$ cat src/core/asm_defines.svh
// Purpose: constants of the channel slot mapper
// Assumes: apb byte address is four times the register index
// Notes:   definitions only
`ifndef ASM_DEFINES_SVH
`define ASM_DEFINES_SVH
`define ASM_IDX_CH1      6'h0B
`define ASM_IDX_CH2      6'h0C
`define ASM_IDX_MST      6'h13
`define ASM_IDX_FMT      6'h1F
`define ASM_RST_CH1      8'h00
`define ASM_RST_CH2      8'h01
`define ASM_RST_MST      8'h02
`define ASM_RST_FMT      8'h00
`define ASM_LINE_BIT     6
`define ASM_MS_BIT       7
`define ASM_AUTO_BIT     6
`define ASM_PLLDIS_BIT   5
`define ASM_GATE_BIT     4
`define ASM_FSMODE_BIT   3
`define ASM_BCLK_HALF_AUTO   4
`define ASM_BCLK_HALF_CUSTOM 8
`endif

$ cat src/core/asm_pkg.sv
// Purpose: types of the channel slot mapper
// Assumes: nothing
// Notes:   none
package asm_pkg;
   typedef enum logic {ASM_SLAVE = 1'b0, ASM_MASTER = 1'b1} asm_role_t;
   typedef enum logic {ASM_ST_HOLD = 1'b0, ASM_ST_RUN = 1'b1} asm_state_t;
endpackage : asm_pkg

$ cat src/core/asm_slot_mapper.sv
// Purpose: maps two audio channels onto serial lines and slots, apb registers
// Assumes: pins synchronous to pclk, pclk 50 MHz
// Notes:   bit clock shifts data out on its falling edge
// Operation
// RULE1: channel one line bit picks output
// RULE2: channel two line bit picks output
// RULE3: index 0-31 is tdm or left slot
// RULE4: index 32-63 is tdm or right slot
// RULE5: channel one config resets to zero
// RULE6: channel two config resets to one
// RULE7: bit seven reads zero, keep zero
// RULE8: master config resets to 0x02
// RULE9: master bit decides who drives clocks
// RULE10: auto bit selects derived or custom dividers
// RULE11: gate bit stops master bit clock, sync
// RULE12: reference field encodes input clock frequency
// RULE13: sample sent only on chosen line, slot
`timescale 1ns/1ps
`default_nettype none
`include "asm_defines.svh"
module asm_slot_mapper #(
   parameter int WORD_BITS  = 32,
   parameter int FRAME_BITS = 256
) (
   input  wire logic                 pclk,
   input  wire logic                 presetn,
   input  wire logic                 psel,
   input  wire logic                 penable,
   input  wire logic                 pwrite,
   input  wire logic [7:0]           paddr,
   input  wire logic [31:0]          pwdata,
   output logic      [31:0]          prdata,
   output logic                      pready,
   output logic                      pslverr,
   input  wire logic [WORD_BITS-1:0] chan_one_sample,
   input  wire logic [WORD_BITS-1:0] chan_two_sample,
   input  wire logic                 bclk_in,
   output logic                      bclk_out,
   output logic                      bclk_oe,
   input  wire logic                 frame_sync_in,
   output logic                      frame_sync_out,
   output logic                      frame_sync_oe,
   output logic                      primary_serial_out,
   output logic                      secondary_serial_out,
   output logic                      pll_enable,
   output logic      [15:0]          ref_clock_khz
);
   initial begin
      if (WORD_BITS < 8 || WORD_BITS > 32 || FRAME_BITS < 2 * WORD_BITS || FRAME_BITS > 4095)
         $error("asm_slot_mapper: unsupported WORD_BITS or FRAME_BITS");
   end

   // ==========================================================
   // helpers
   function automatic logic [11:0] slot_start(input logic [5:0] idx, input logic half_fmt);
      logic [11:0] s;
      s = 12'h000;
      if (half_fmt && idx[5])
         s = 12'((FRAME_BITS / 2) + idx[4:0] * WORD_BITS);
      else
         s = 12'(idx * WORD_BITS);
      return s;
   endfunction : slot_start

   function automatic logic slot_bit(input logic [11:0] cnt, input logic [11:0] start,
                                     input logic [WORD_BITS-1:0] smp);
      logic [11:0] off;
      off = cnt - start;
      if (cnt >= start && off < 12'(WORD_BITS))
         return smp[WORD_BITS-1-off];
      return 1'b0;
   endfunction : slot_bit

   // ==========================================================
   // apb registers
   logic [7:0]  ch1_q, ch2_q, mst_q, fmt_q;
   logic        wr_en;
   logic [5:0]  idx;
   logic        mapped;
   assign idx    = paddr[7:2];
   assign wr_en  = psel && penable && pwrite;
   assign mapped = (paddr[1:0] == 2'h0) && (idx == `ASM_IDX_CH1 || idx == `ASM_IDX_CH2 ||
                   idx == `ASM_IDX_MST || idx == `ASM_IDX_FMT);

   always_ff @(posedge pclk or negedge presetn) begin
      if (!presetn) begin
         ch1_q <= `ASM_RST_CH1; // RULE5
         ch2_q <= `ASM_RST_CH2; // RULE6
         mst_q <= `ASM_RST_MST; // RULE8
         fmt_q <= `ASM_RST_FMT;
      end else if (wr_en && mapped) begin
         // top bit of the channel registers is not stored
         if (idx == `ASM_IDX_CH1) ch1_q <= {1'b0, pwdata[6:0]}; // RULE7
         if (idx == `ASM_IDX_CH2) ch2_q <= {1'b0, pwdata[6:0]}; // RULE7
         if (idx == `ASM_IDX_MST) mst_q <= pwdata[7:0];
         if (idx == `ASM_IDX_FMT) fmt_q <= {7'h00, pwdata[0]};
      end
   end

   // read data is prepared in the setup phase so the slave needs no wait state
   always_ff @(posedge pclk or negedge presetn) begin
      if (!presetn) begin
         prdata  <= 32'h00000000;
         pready  <= 1'b0;
         pslverr <= 1'b0;
      end else begin
         pready <= 1'b1;
         if (psel && !penable) begin
            pslverr <= !mapped;
            prdata  <= 32'h00000000;
            if (!pwrite && mapped) begin
               case (idx)
                  `ASM_IDX_CH1: prdata <= {24'h000000, ch1_q};
                  `ASM_IDX_CH2: prdata <= {24'h000000, ch2_q};
                  `ASM_IDX_MST: prdata <= {24'h000000, mst_q};
                  default:      prdata <= {24'h000000, fmt_q};
               endcase
            end
         end
      end
   end

   // ==========================================================
   // clocking configuration
   asm_pkg::asm_role_t role;
   logic               gate;
   logic [7:0]         half_cnt;
   logic [7:0]         div_q;
   assign role     = asm_pkg::asm_role_t'(mst_q[`ASM_MS_BIT]);
   assign gate     = mst_q[`ASM_GATE_BIT];
   assign half_cnt = mst_q[`ASM_AUTO_BIT] ? 8'(`ASM_BCLK_HALF_CUSTOM) // RULE10
                                          : 8'(`ASM_BCLK_HALF_AUTO);

   always_ff @(posedge pclk or negedge presetn) begin
      if (!presetn) begin
         pll_enable    <= 1'b0;
         ref_clock_khz <= 16'h0000;
      end else begin
         // pll only runs under automatic derivation
         pll_enable <= !mst_q[`ASM_AUTO_BIT] && !mst_q[`ASM_PLLDIS_BIT]; // RULE10
         case (mst_q[2:0]) // RULE12
            3'h0:    ref_clock_khz <= 16'h2EE0;
            3'h1:    ref_clock_khz <= 16'h3000;
            3'h2:    ref_clock_khz <= 16'h32C8;
            3'h3:    ref_clock_khz <= 16'h3E80;
            3'h4:    ref_clock_khz <= 16'h4B00;
            3'h5:    ref_clock_khz <= 16'h4CE0;
            3'h6:    ref_clock_khz <= 16'h5DC0;
            default: ref_clock_khz <= 16'h6000;
         endcase
      end
   end

   // ==========================================================
   // bit clock and frame sync
   asm_pkg::asm_state_t state;
   logic        bclk_prev_q;
   logic        tick;
   logic        fstart;
   logic [11:0] cnt_q, cnt_d;
   assign state = (role == asm_pkg::ASM_MASTER && gate) ? asm_pkg::ASM_ST_HOLD
                                                        : asm_pkg::ASM_ST_RUN; // RULE11

   always_ff @(posedge pclk or negedge presetn) begin
      if (!presetn) begin
         div_q         <= 8'h00;
         bclk_out      <= 1'b0;
         bclk_oe       <= 1'b0;
         frame_sync_oe <= 1'b0;
         bclk_prev_q   <= 1'b0;
      end else begin
         bclk_oe       <= (role == asm_pkg::ASM_MASTER); // RULE9
         frame_sync_oe <= (role == asm_pkg::ASM_MASTER); // RULE9
         bclk_prev_q   <= bclk_in;
         case (state)
            asm_pkg::ASM_ST_HOLD: begin
               div_q    <= 8'h00;
               bclk_out <= 1'b0; // RULE11
            end
            default: begin
               if (div_q >= half_cnt - 8'h01) begin
                  div_q    <= 8'h00;
                  bclk_out <= !bclk_out;
               end else begin
                  div_q <= div_q + 8'h01;
               end
            end
         endcase
      end
   end

   // falling edge of whichever clock owns the link
   always_comb begin
      tick   = 1'b0;
      fstart = 1'b0;
      if (role == asm_pkg::ASM_MASTER) begin
         tick   = (state == asm_pkg::ASM_ST_RUN) && bclk_out && (div_q >= half_cnt - 8'h01);
         fstart = (cnt_q == 12'(FRAME_BITS - 1));
      end else begin
         tick   = bclk_prev_q && !bclk_in;
         fstart = frame_sync_in;
      end
      cnt_d = fstart ? 12'h000 : cnt_q + 12'h001;
   end

   // ==========================================================
   // slot placement
   logic [WORD_BITS-1:0] smp1_q, smp2_q, smp1_now, smp2_now;
   logic [11:0]          st1, st2;
   logic                 b1, b2;
   assign smp1_now = fstart ? chan_one_sample : smp1_q;
   assign smp2_now = fstart ? chan_two_sample : smp2_q;
   assign st1 = slot_start(ch1_q[5:0], fmt_q[0]); // RULE3 RULE4
   assign st2 = slot_start(ch2_q[5:0], fmt_q[0]); // RULE3 RULE4
   assign b1  = slot_bit(cnt_d, st1, smp1_now);   // RULE13
   assign b2  = slot_bit(cnt_d, st2, smp2_now);   // RULE13

   always_ff @(posedge pclk or negedge presetn) begin
      if (!presetn) begin
         cnt_q                <= 12'h000;
         smp1_q               <= '0;
         smp2_q               <= '0;
         frame_sync_out       <= 1'b0;
         primary_serial_out   <= 1'b0;
         secondary_serial_out <= 1'b0;
      end else if (state == asm_pkg::ASM_ST_HOLD) begin
         frame_sync_out <= 1'b0; // RULE11
      end else if (tick) begin
         cnt_q          <= cnt_d;
         smp1_q         <= smp1_now;
         smp2_q         <= smp2_now;
         frame_sync_out <= (cnt_d == 12'h000);
         // two channels on one line overlap only when software assigns the same slot
         primary_serial_out   <= (!ch1_q[`ASM_LINE_BIT] && b1) || // RULE1
                                 (!ch2_q[`ASM_LINE_BIT] && b2);   // RULE2
         secondary_serial_out <= (ch1_q[`ASM_LINE_BIT] && b1) ||  // RULE1
                                 (ch2_q[`ASM_LINE_BIT] && b2);    // RULE2
      end
   end
endmodule : asm_slot_mapper
`default_nettype wire

$ cat config.mk
export PLATFORM = sky130hd
export DESIGN_NAME = asm_slot_mapper
export DESIGN_NICKNAME = d
export VERILOG_FILES = /design/src/core/asm_pkg.sv /design/src/core/asm_slot_mapper.sv
export VERILOG_INCLUDE_DIRS = /design/src /design/src/core
export SDC_FILE = /design/constraint.sdc
export NUM_CORES = 1
export LEC_CHECK = 0
export ABC_AREA = 0
export ABC_CLOCK_PERIOD_IN_PS = 3600
export BUFFER_PORTS_ARGS = -buffer_cell sky130_fd_sc_hd__buf_2
export CAP_MARGIN = 20
export CORE_ASPECT_RATIO = 0.5
export CORE_MARGIN = 1
export CORE_UTILIZATION = 49
export CTS_CLUSTER_DIAMETER = 30
export DETAILED_ROUTE_END_ITERATION = 6
export PLACE_DENSITY = 0.77
export SYNTH_ARGS = -nofsm -noshare
export SYNTH_HDL_FRONTEND = slang
export SYNTH_SLANG_ARGS = --single-unit
$ cat constraint.sdc
create_clock -name pclk -period 3.6 [get_ports pclk]
set_clock_uncertainty 0.2 [all_clocks]
set_input_delay 0 -clock pclk [delete_from_list [all_inputs] [get_ports pclk]]
set_output_delay 0 -clock pclk [all_outputs]
set_load 0.005 [all_outputs]
Yosys cells after proc, flatten, opt, wreduce, memory -nomap -nowiden:

Cells that the tools add are included.

* add/subtract/negate cells: 9
* reduce and logical (&&, ||, !) cells: 43
* eq/ne operators: 11
* shifts and indexed selects: 0
* muxes and demuxes: 28
* multiply operators: 0
* magnitude comparators: 7
* div/mod/pow operators: 0
* bitwise gates (word level): 1

Operator list (count)
* 15-bit case mux with 7 select lines: 1
* 32-bit by 6-bit less-than comparator with 1-bit output (second input constant): 2
* 32-bit 2-to-1 mux: 2
* 5-bit by 12-bit subtractor with 13-bit output (first input constant): 2
* 12-bit >= comparator: 2
* 12-bit by 6-bit less-than comparator with 1-bit output (second input constant): 2
* 8-bit 2-to-1 mux: 3
* 8-bit case mux with 3 select lines: 1
* 12-bit subtractor: 2
* 8-bit by 10-bit adder with 11-bit output (first input constant): 2
* 11-bit 2-to-1 mux: 2
* 1-bit logical AND: 19
* 1-bit 2-to-1 mux: 15
* 12-bit by 1-bit adder with 12-bit output (second input constant): 1
* 12-bit by 8-bit equality test with 1-bit output (second input constant): 1
* 6-bit by 4-bit equality test with 1-bit output (second input constant): 2
* 6-bit by 5-bit equality test with 1-bit output (second input constant): 2
* 12-bit zero test: 1
* 12-bit 2-to-1 mux: 1
* 1-bit binary-select mux with 5-bit select: 2
* 2-bit AND reduction: 5
* 3-bit equality test (second input constant): 3
* 1-bit zero test: 9
* 8-bit by 1-bit adder with 8-bit output (second input constant): 1
* other kinds (10): 16

* bits in latches: 0
* memories: 0
* RAM bits: 0
* output and inout bits: 57
* logic and storage cells: 118
* flip-flop bits (word level): 164
* input bits: 111
* memory bits (read-only): 0

Longest topological paths before layout:

* word-level depth: 11
* depth in mapped cells: 17
* mapped depth without buffers: 15

Worst setup path before layout:

No wires, ideal clock.

* path type: register to register
* start: register cnt_q[1]
* end: register secondary_serial_out
* cell stages (with the launch flop): 18
* slack: -0.357 ns
* data required time: 3.305 ns
* setup time: 0.095 ns
* data arrival time: 3.662 ns
* clock period less this slack: 3.957 ns
* cells stage by stage: dfrtp_1 ha_1 buf_2 nand4_1 o41ai_1 clkbuf_1 nor2_1 inv_1 ha_1 fa_1 nor2b_1 o21ai_0 nand2b_1 maj3_1 xnor2_1 o31ai_1 a32oi_1 o31ai_1

* cells in the longest elaborated chain, start to end: 11

Ends and longest elaborated chain
* from (decl): line asm_slot_mapper.sv:160 `logic [11:0] cnt_q, cnt_d;`
* from (signal assigned): line asm_slot_mapper.sv:229 `cnt_q <= cnt_d;`
* branches (longest 10 deep; another with 5-bit by 12-bit subtractor with 13-bit output)
* 1-bit logical OR (*): line asm_slot_mapper.sv:236 `` secondary_serial_out <= (ch1_q[`ASM_LINE_BIT] && b1) || ``
* to (signal assigned): line asm_slot_mapper.sv:236
* to (decl): line asm_slot_mapper.sv:44 `output logic secondary_serial_out,`

Every way passes the cells marked *. The select of a mux whose other input is x is not followed.
A chain may end at the register's enable or synchronous reset.

Worst setup path in the final report:

* start: register cnt_q[0]
* end: register primary_serial_out

RTL lines
* branches (longest 2 deep; another with 12-bit by 1-bit adder with 12-bit output)
* 12-bit 2-to-1 mux (*): line asm_slot_mapper.sv:203 `cnt_d = fstart ? 12'h000 : cnt_q + 12'h001;`
* named net cnt_d[8]: line asm_slot_mapper.sv:160
* 12-bit subtractor: line asm_slot_mapper.sv:68 `off = cnt - start;`
* 12-bit by 6-bit less-than comparator with 1-bit output: line asm_slot_mapper.sv:69 `if (cnt >= start && off < 12'(WORD_BITS))`
* 1-bit logical AND: line asm_slot_mapper.sv:69
* 1-bit 2-to-1 mux: line asm_slot_mapper.sv:69
* 1-bit 2-to-1 mux: line asm_slot_mapper.sv:71 `return 1'b0;`
* 1-bit logical AND, on equally long branches: line asm_slot_mapper.sv:234, asm_slot_mapper.sv:235
* 1-bit logical OR (*): line asm_slot_mapper.sv:234 `` primary_serial_out <= (!ch1_q[`ASM_LINE_BIT] && b1) || ``
* to (signal assigned): line asm_slot_mapper.sv:234
* to (decl): line asm_slot_mapper.sv:43 `output logic primary_serial_out,`

Mark *: on every way through the listed nets, which the timed path passes. The select of a mux whose other input is x is not followed.

==> metrics.md <==
| Metric | Value |
|---|---|
| Fmax | 286 MHz |
| Yosys warning count | 0 |
| DR WL/cell | 17.0 µm |
| Most frequent cells in the layout | 132 x dfrtp_1, 113 x buf_2, 86 x dlygate4sd3_1, 82 x mux2_2, 43 x nand2_1 |
| R2r setup slk | 0.10 ns |
| CTS tree | done |
| All-Layer GR Usage | 0.246 |
| Combinational Power Share | 0.154 |
| Initial antenna violation count | 0 |
| Sequential share of the synthesized area | 0.475 |
| Fraction of layout cells with a size suffix above 1 | 0.360 |
| Min Clock Period, post-route | 3.50 ns |
| Max_cap viols | 0 |
| CTS H-Tree Depth | 4 |
| Drt via density | 5.38 |
| Clk buf depth | 2 |
| Largest stage delay on the critical path | 0.56 ns |
| DIE HEIGHT | 87.3 µm |
| Switching part of the total | 0.239 |
| R2R Path End | primary_serial_out$_DFFE_PN0P_ |
| Worst hold path type | in2async |
| # IOs | 168 |
| WL final | 17800 µm |
| Critical Path End Type | register |
| Avg Cell Area, Syn | 11.6 µm² |
| DP Wirelength | 11200 µm |
| First DRT Iteration DRCs | 413 |
| Area after DPL | 0.00795 mm² |
| DIE WIDTH | 173 µm |
| Slew Limit Headroom | 0.439 |
| FP Rows | 30 |
| Crit path launch | cnt_q[0]$_DFFE_PN0P_ |
| Area delta synth->final | 34.8% |
| Hold_ws | 0.00192 ns |
| First-pass DRT Iterations | 6 |
| Max Slew Vio Count | 0 |
| Syn Inst Count | 615 |
| Crit path cell chain | ha_4 > nand4_1 > buf_4 > or4_1 > a21oi_2 > ha_1 > o21ai_1 > nand2b_1 > maj3_2 > xnor2_2 > o31ai_2 > a32oi_1 > o31ai_1 |
| Maximum VDD drop | 0.000290 V |
| Setup crit end | primary_serial_out$_DFFE_PN0P_ |
| Worst setup SP type | register |
| DRT antenna net count | 0 |
| Setup Crit Path Kind | reg2reg |
| Number of enable flip-flop cells after synthesis | 0 |
| Clk pwr share | 0.444 |
| #FFs+latches synth | 135 |
| Crit-path max FO | 4 |
| Final core utilization | 0.693 |
| Synth Cell Area | 0.00712 mm² |
| Largest net degree at the start of global routing | 83 |
| Commonest non-fill, non-tap cell in the layout | dfrtp_1 |
| Number of clock sinks | 135 |
| Switching pwr | 1.05 mW |
| CTS clk-pin slew, worst paths | 0.06 ns |
| Final setup viols | 0 |
| Final worst-path cycle share | 0.972 |
| Crit-path slowest cell | or4_1 |
| RD Place Congestion | 0.859 |
| Slew of the pin with the lowest slew margin | 0.842 ns |
| Worst Path Required | 3.72 ns |
| Number of global-route vias before repair | 5724 |
| Total Power | 4.39 mW |
| Run status | finished clean |
| GR Overflow Total | 0 |
| Final WS setup | 0.100 ns |
| Final Hold Fails | 0 |
| Crit path arrival time | 3.62 ns |
| Initial Utilization | 0.514 |
| Synth cell types | 77 |
| DP Worst Slack | -0.00411 ns |
| Pwr/cell area | 457 mW/mm² |
| Clk_lat worst skew | 0.42 ns |
| Leak pwr | 4.40 nW |
| Die Area | 0.0151 mm² |
| Internal power | 3.34 mW |
| Final #Nets | 971 |
| FF-to-FF path depth | 13 |
| Port bufs | 114 |
| Reg2reg start | cnt_q[0]$_DFFE_PN0P_ |
| Ys flop type | dfrtp_1 |
| DR DRC count | 0 |
| Async set or reset register ratio after synthesis | 1.00 |
| Core Region | 0.0139 mm² |
| CTS Buf Count | 17 |
| Ant diodes | 0 |
| First-pass GRT wire length | 28700 µm |
| Reg power frac | 0.402 |
| Routed vias | 5642 |
| Post-route cell area | 0.00961 mm² |
| Clock Root Buffer | clkbuf_16 |
-- registers in the layout, indices dropped and copies added (netlist names) --
name,flops
bclk_out,1
bclk_prev_q,1
ch1_q,7
ch2_q,7
cnt_q,12
div_q,8
fmt_q,1
frame_sync_oe,1
frame_sync_out,1
mst_q,8
pll_enable,1
prdata,8
pready,1
primary_serial_out,1
pslverr,1
ref_clock_khz,11
secondary_serial_out,1
smp1_q,32
smp2_q,32
-- cell usage after synthesis, types with 4 or more instances --
| master | n | share of area |
|---|---|---|
| nor2b_1 | 6 | 0.0053 |
| nand3b_1 | 4 | 0.0042 |
| mux2_2 | 82 | 0.13 |
| xor2_1 | 10 | 0.012 |
| xnor2_1 | 19 | 0.023 |
| and2_1 | 4 | 0.0035 |
| a21oi_1 | 12 | 0.0084 |
| mux2_4 | 5 | 0.011 |
| buf_2 | 12 | 0.0084 |
| ha_1 | 15 | 0.026 |
| buf_4 | 30 | 0.032 |
| nand3_1 | 21 | 0.015 |
| o21ai_0 | 26 | 0.018 |
| clkbuf_1 | 14 | 0.0074 |
| o211ai_1 | 7 | 0.0074 |
| and3_1 | 9 | 0.0079 |
| o31ai_1 | 5 | 0.0053 |
| nand2_1 | 43 | 0.023 |
| mux2i_1 | 9 | 0.013 |
| mux4_2 | 9 | 0.028 |
| nand2b_1 | 7 | 0.0061 |
| nor3_1 | 13 | 0.0091 |
| dfrtp_1 | 133 | 0.47 |
| a211oi_1 | 4 | 0.0042 |
| a222oi_1 | 7 | 0.0098 |
| inv_1 | 15 | 0.0079 |
| nor2_1 | 20 | 0.011 |
-- critical path, delay by kind of cell, from the launching register on --
family,cells,cell delay [ns]
compound gates,5,0.77
xor+xnor,1,0.14
fa+ha+maj,3,0.76
buf+inv,1,0.23
flops,1,0.45
simple gates,3,0.87
-- layer usage --
metal | global-route usage | vias up | wire length [µm]
li1 | - | 2635 | -
met1 | 0.316 | 2756 | 7600
met2 | 0.419 | 229 | 8720
met3 | 0.0554 | 22 | 1230
met4 | 0.0787 | 0 | 204
met5 | 0 | - | 0
-- worst min path at each step --
stage / endpoint / slack (ns) / start
final: smp1_q[2]$_DFFE_PN0P_ / 0.002 / presetn
after floorplan: bclk_out$_DFFE_PN0P_ / -0.50 / presetn
after global placement: smp1_q[2]$_DFFE_PN0P_ / -0.11 / presetn
after global routing: bclk_prev_q$_DFF_PN0_ / 0.05 / bclk_in
after detailed placement: smp1_q[2]$_DFFE_PN0P_ / -0.10 / presetn
after CTS: smp1_q[2]$_DFFE_PN0P_ / 0.03 / presetn
-- metrics by stage --
stage                     TNS (ns)  std cells
after floorplan                  0        647
after detailed placement  -0.00411        923
after global placement           0        923
after CTS                        0       1041
after global routing       -0.0353       1048
final                            0       1048
-- timing repair --
item,4_1_cts,5_1_grt
setup buffers,0,7
gates resized for setup,2,18
setup endpoints to repair,2,2
pin swaps,1,5
hold buffers,86,0
endpoints found under the hold margin,178,0
-- cell type report --
| cell class | instances | area [µm²] |
|---|---|---|
| fillers | 983 | 4250 |
| multi-input cells | 438 | 3550 |
| flip-flops and latches | 135 | 3380 |
| repair buffers | 235 | 1710 |
| clock buffers | 21 | 470 |
| well taps | 192 | 240 |
| clock inverters | 11 | 194 |
| inverters | 16 | 60.1 |
-- power by group through the flow --
stage | sequential (mW) | combinational, mW | clock, mW
final | 1.77 | 0.678 | 1.95
after global routing | 1.78 | 0.738 | 2.05
after CTS | 1.75 | 0.657 | 1.97
after detailed placement | 1.78 | 0.583 | 0
after global placement | 1.77 | 0.571 | 0
after floorplan | 1.75 | 0.412 | 0
-- kinds of logic after synthesis --
logic type / count (synthesis) / share of synthesized area
simple gates: 153 / 0.117
flops: 135 / 0.475
mux: 105 / 0.181
compound gates: 98 / 0.0973
buf+inv: 74 / 0.0580
xor+xnor: 29 / 0.0357
fa+ha+maj: 19 / 0.0348
other cells: 2 / 0.00105
Power figures use the tool's default switching activity.
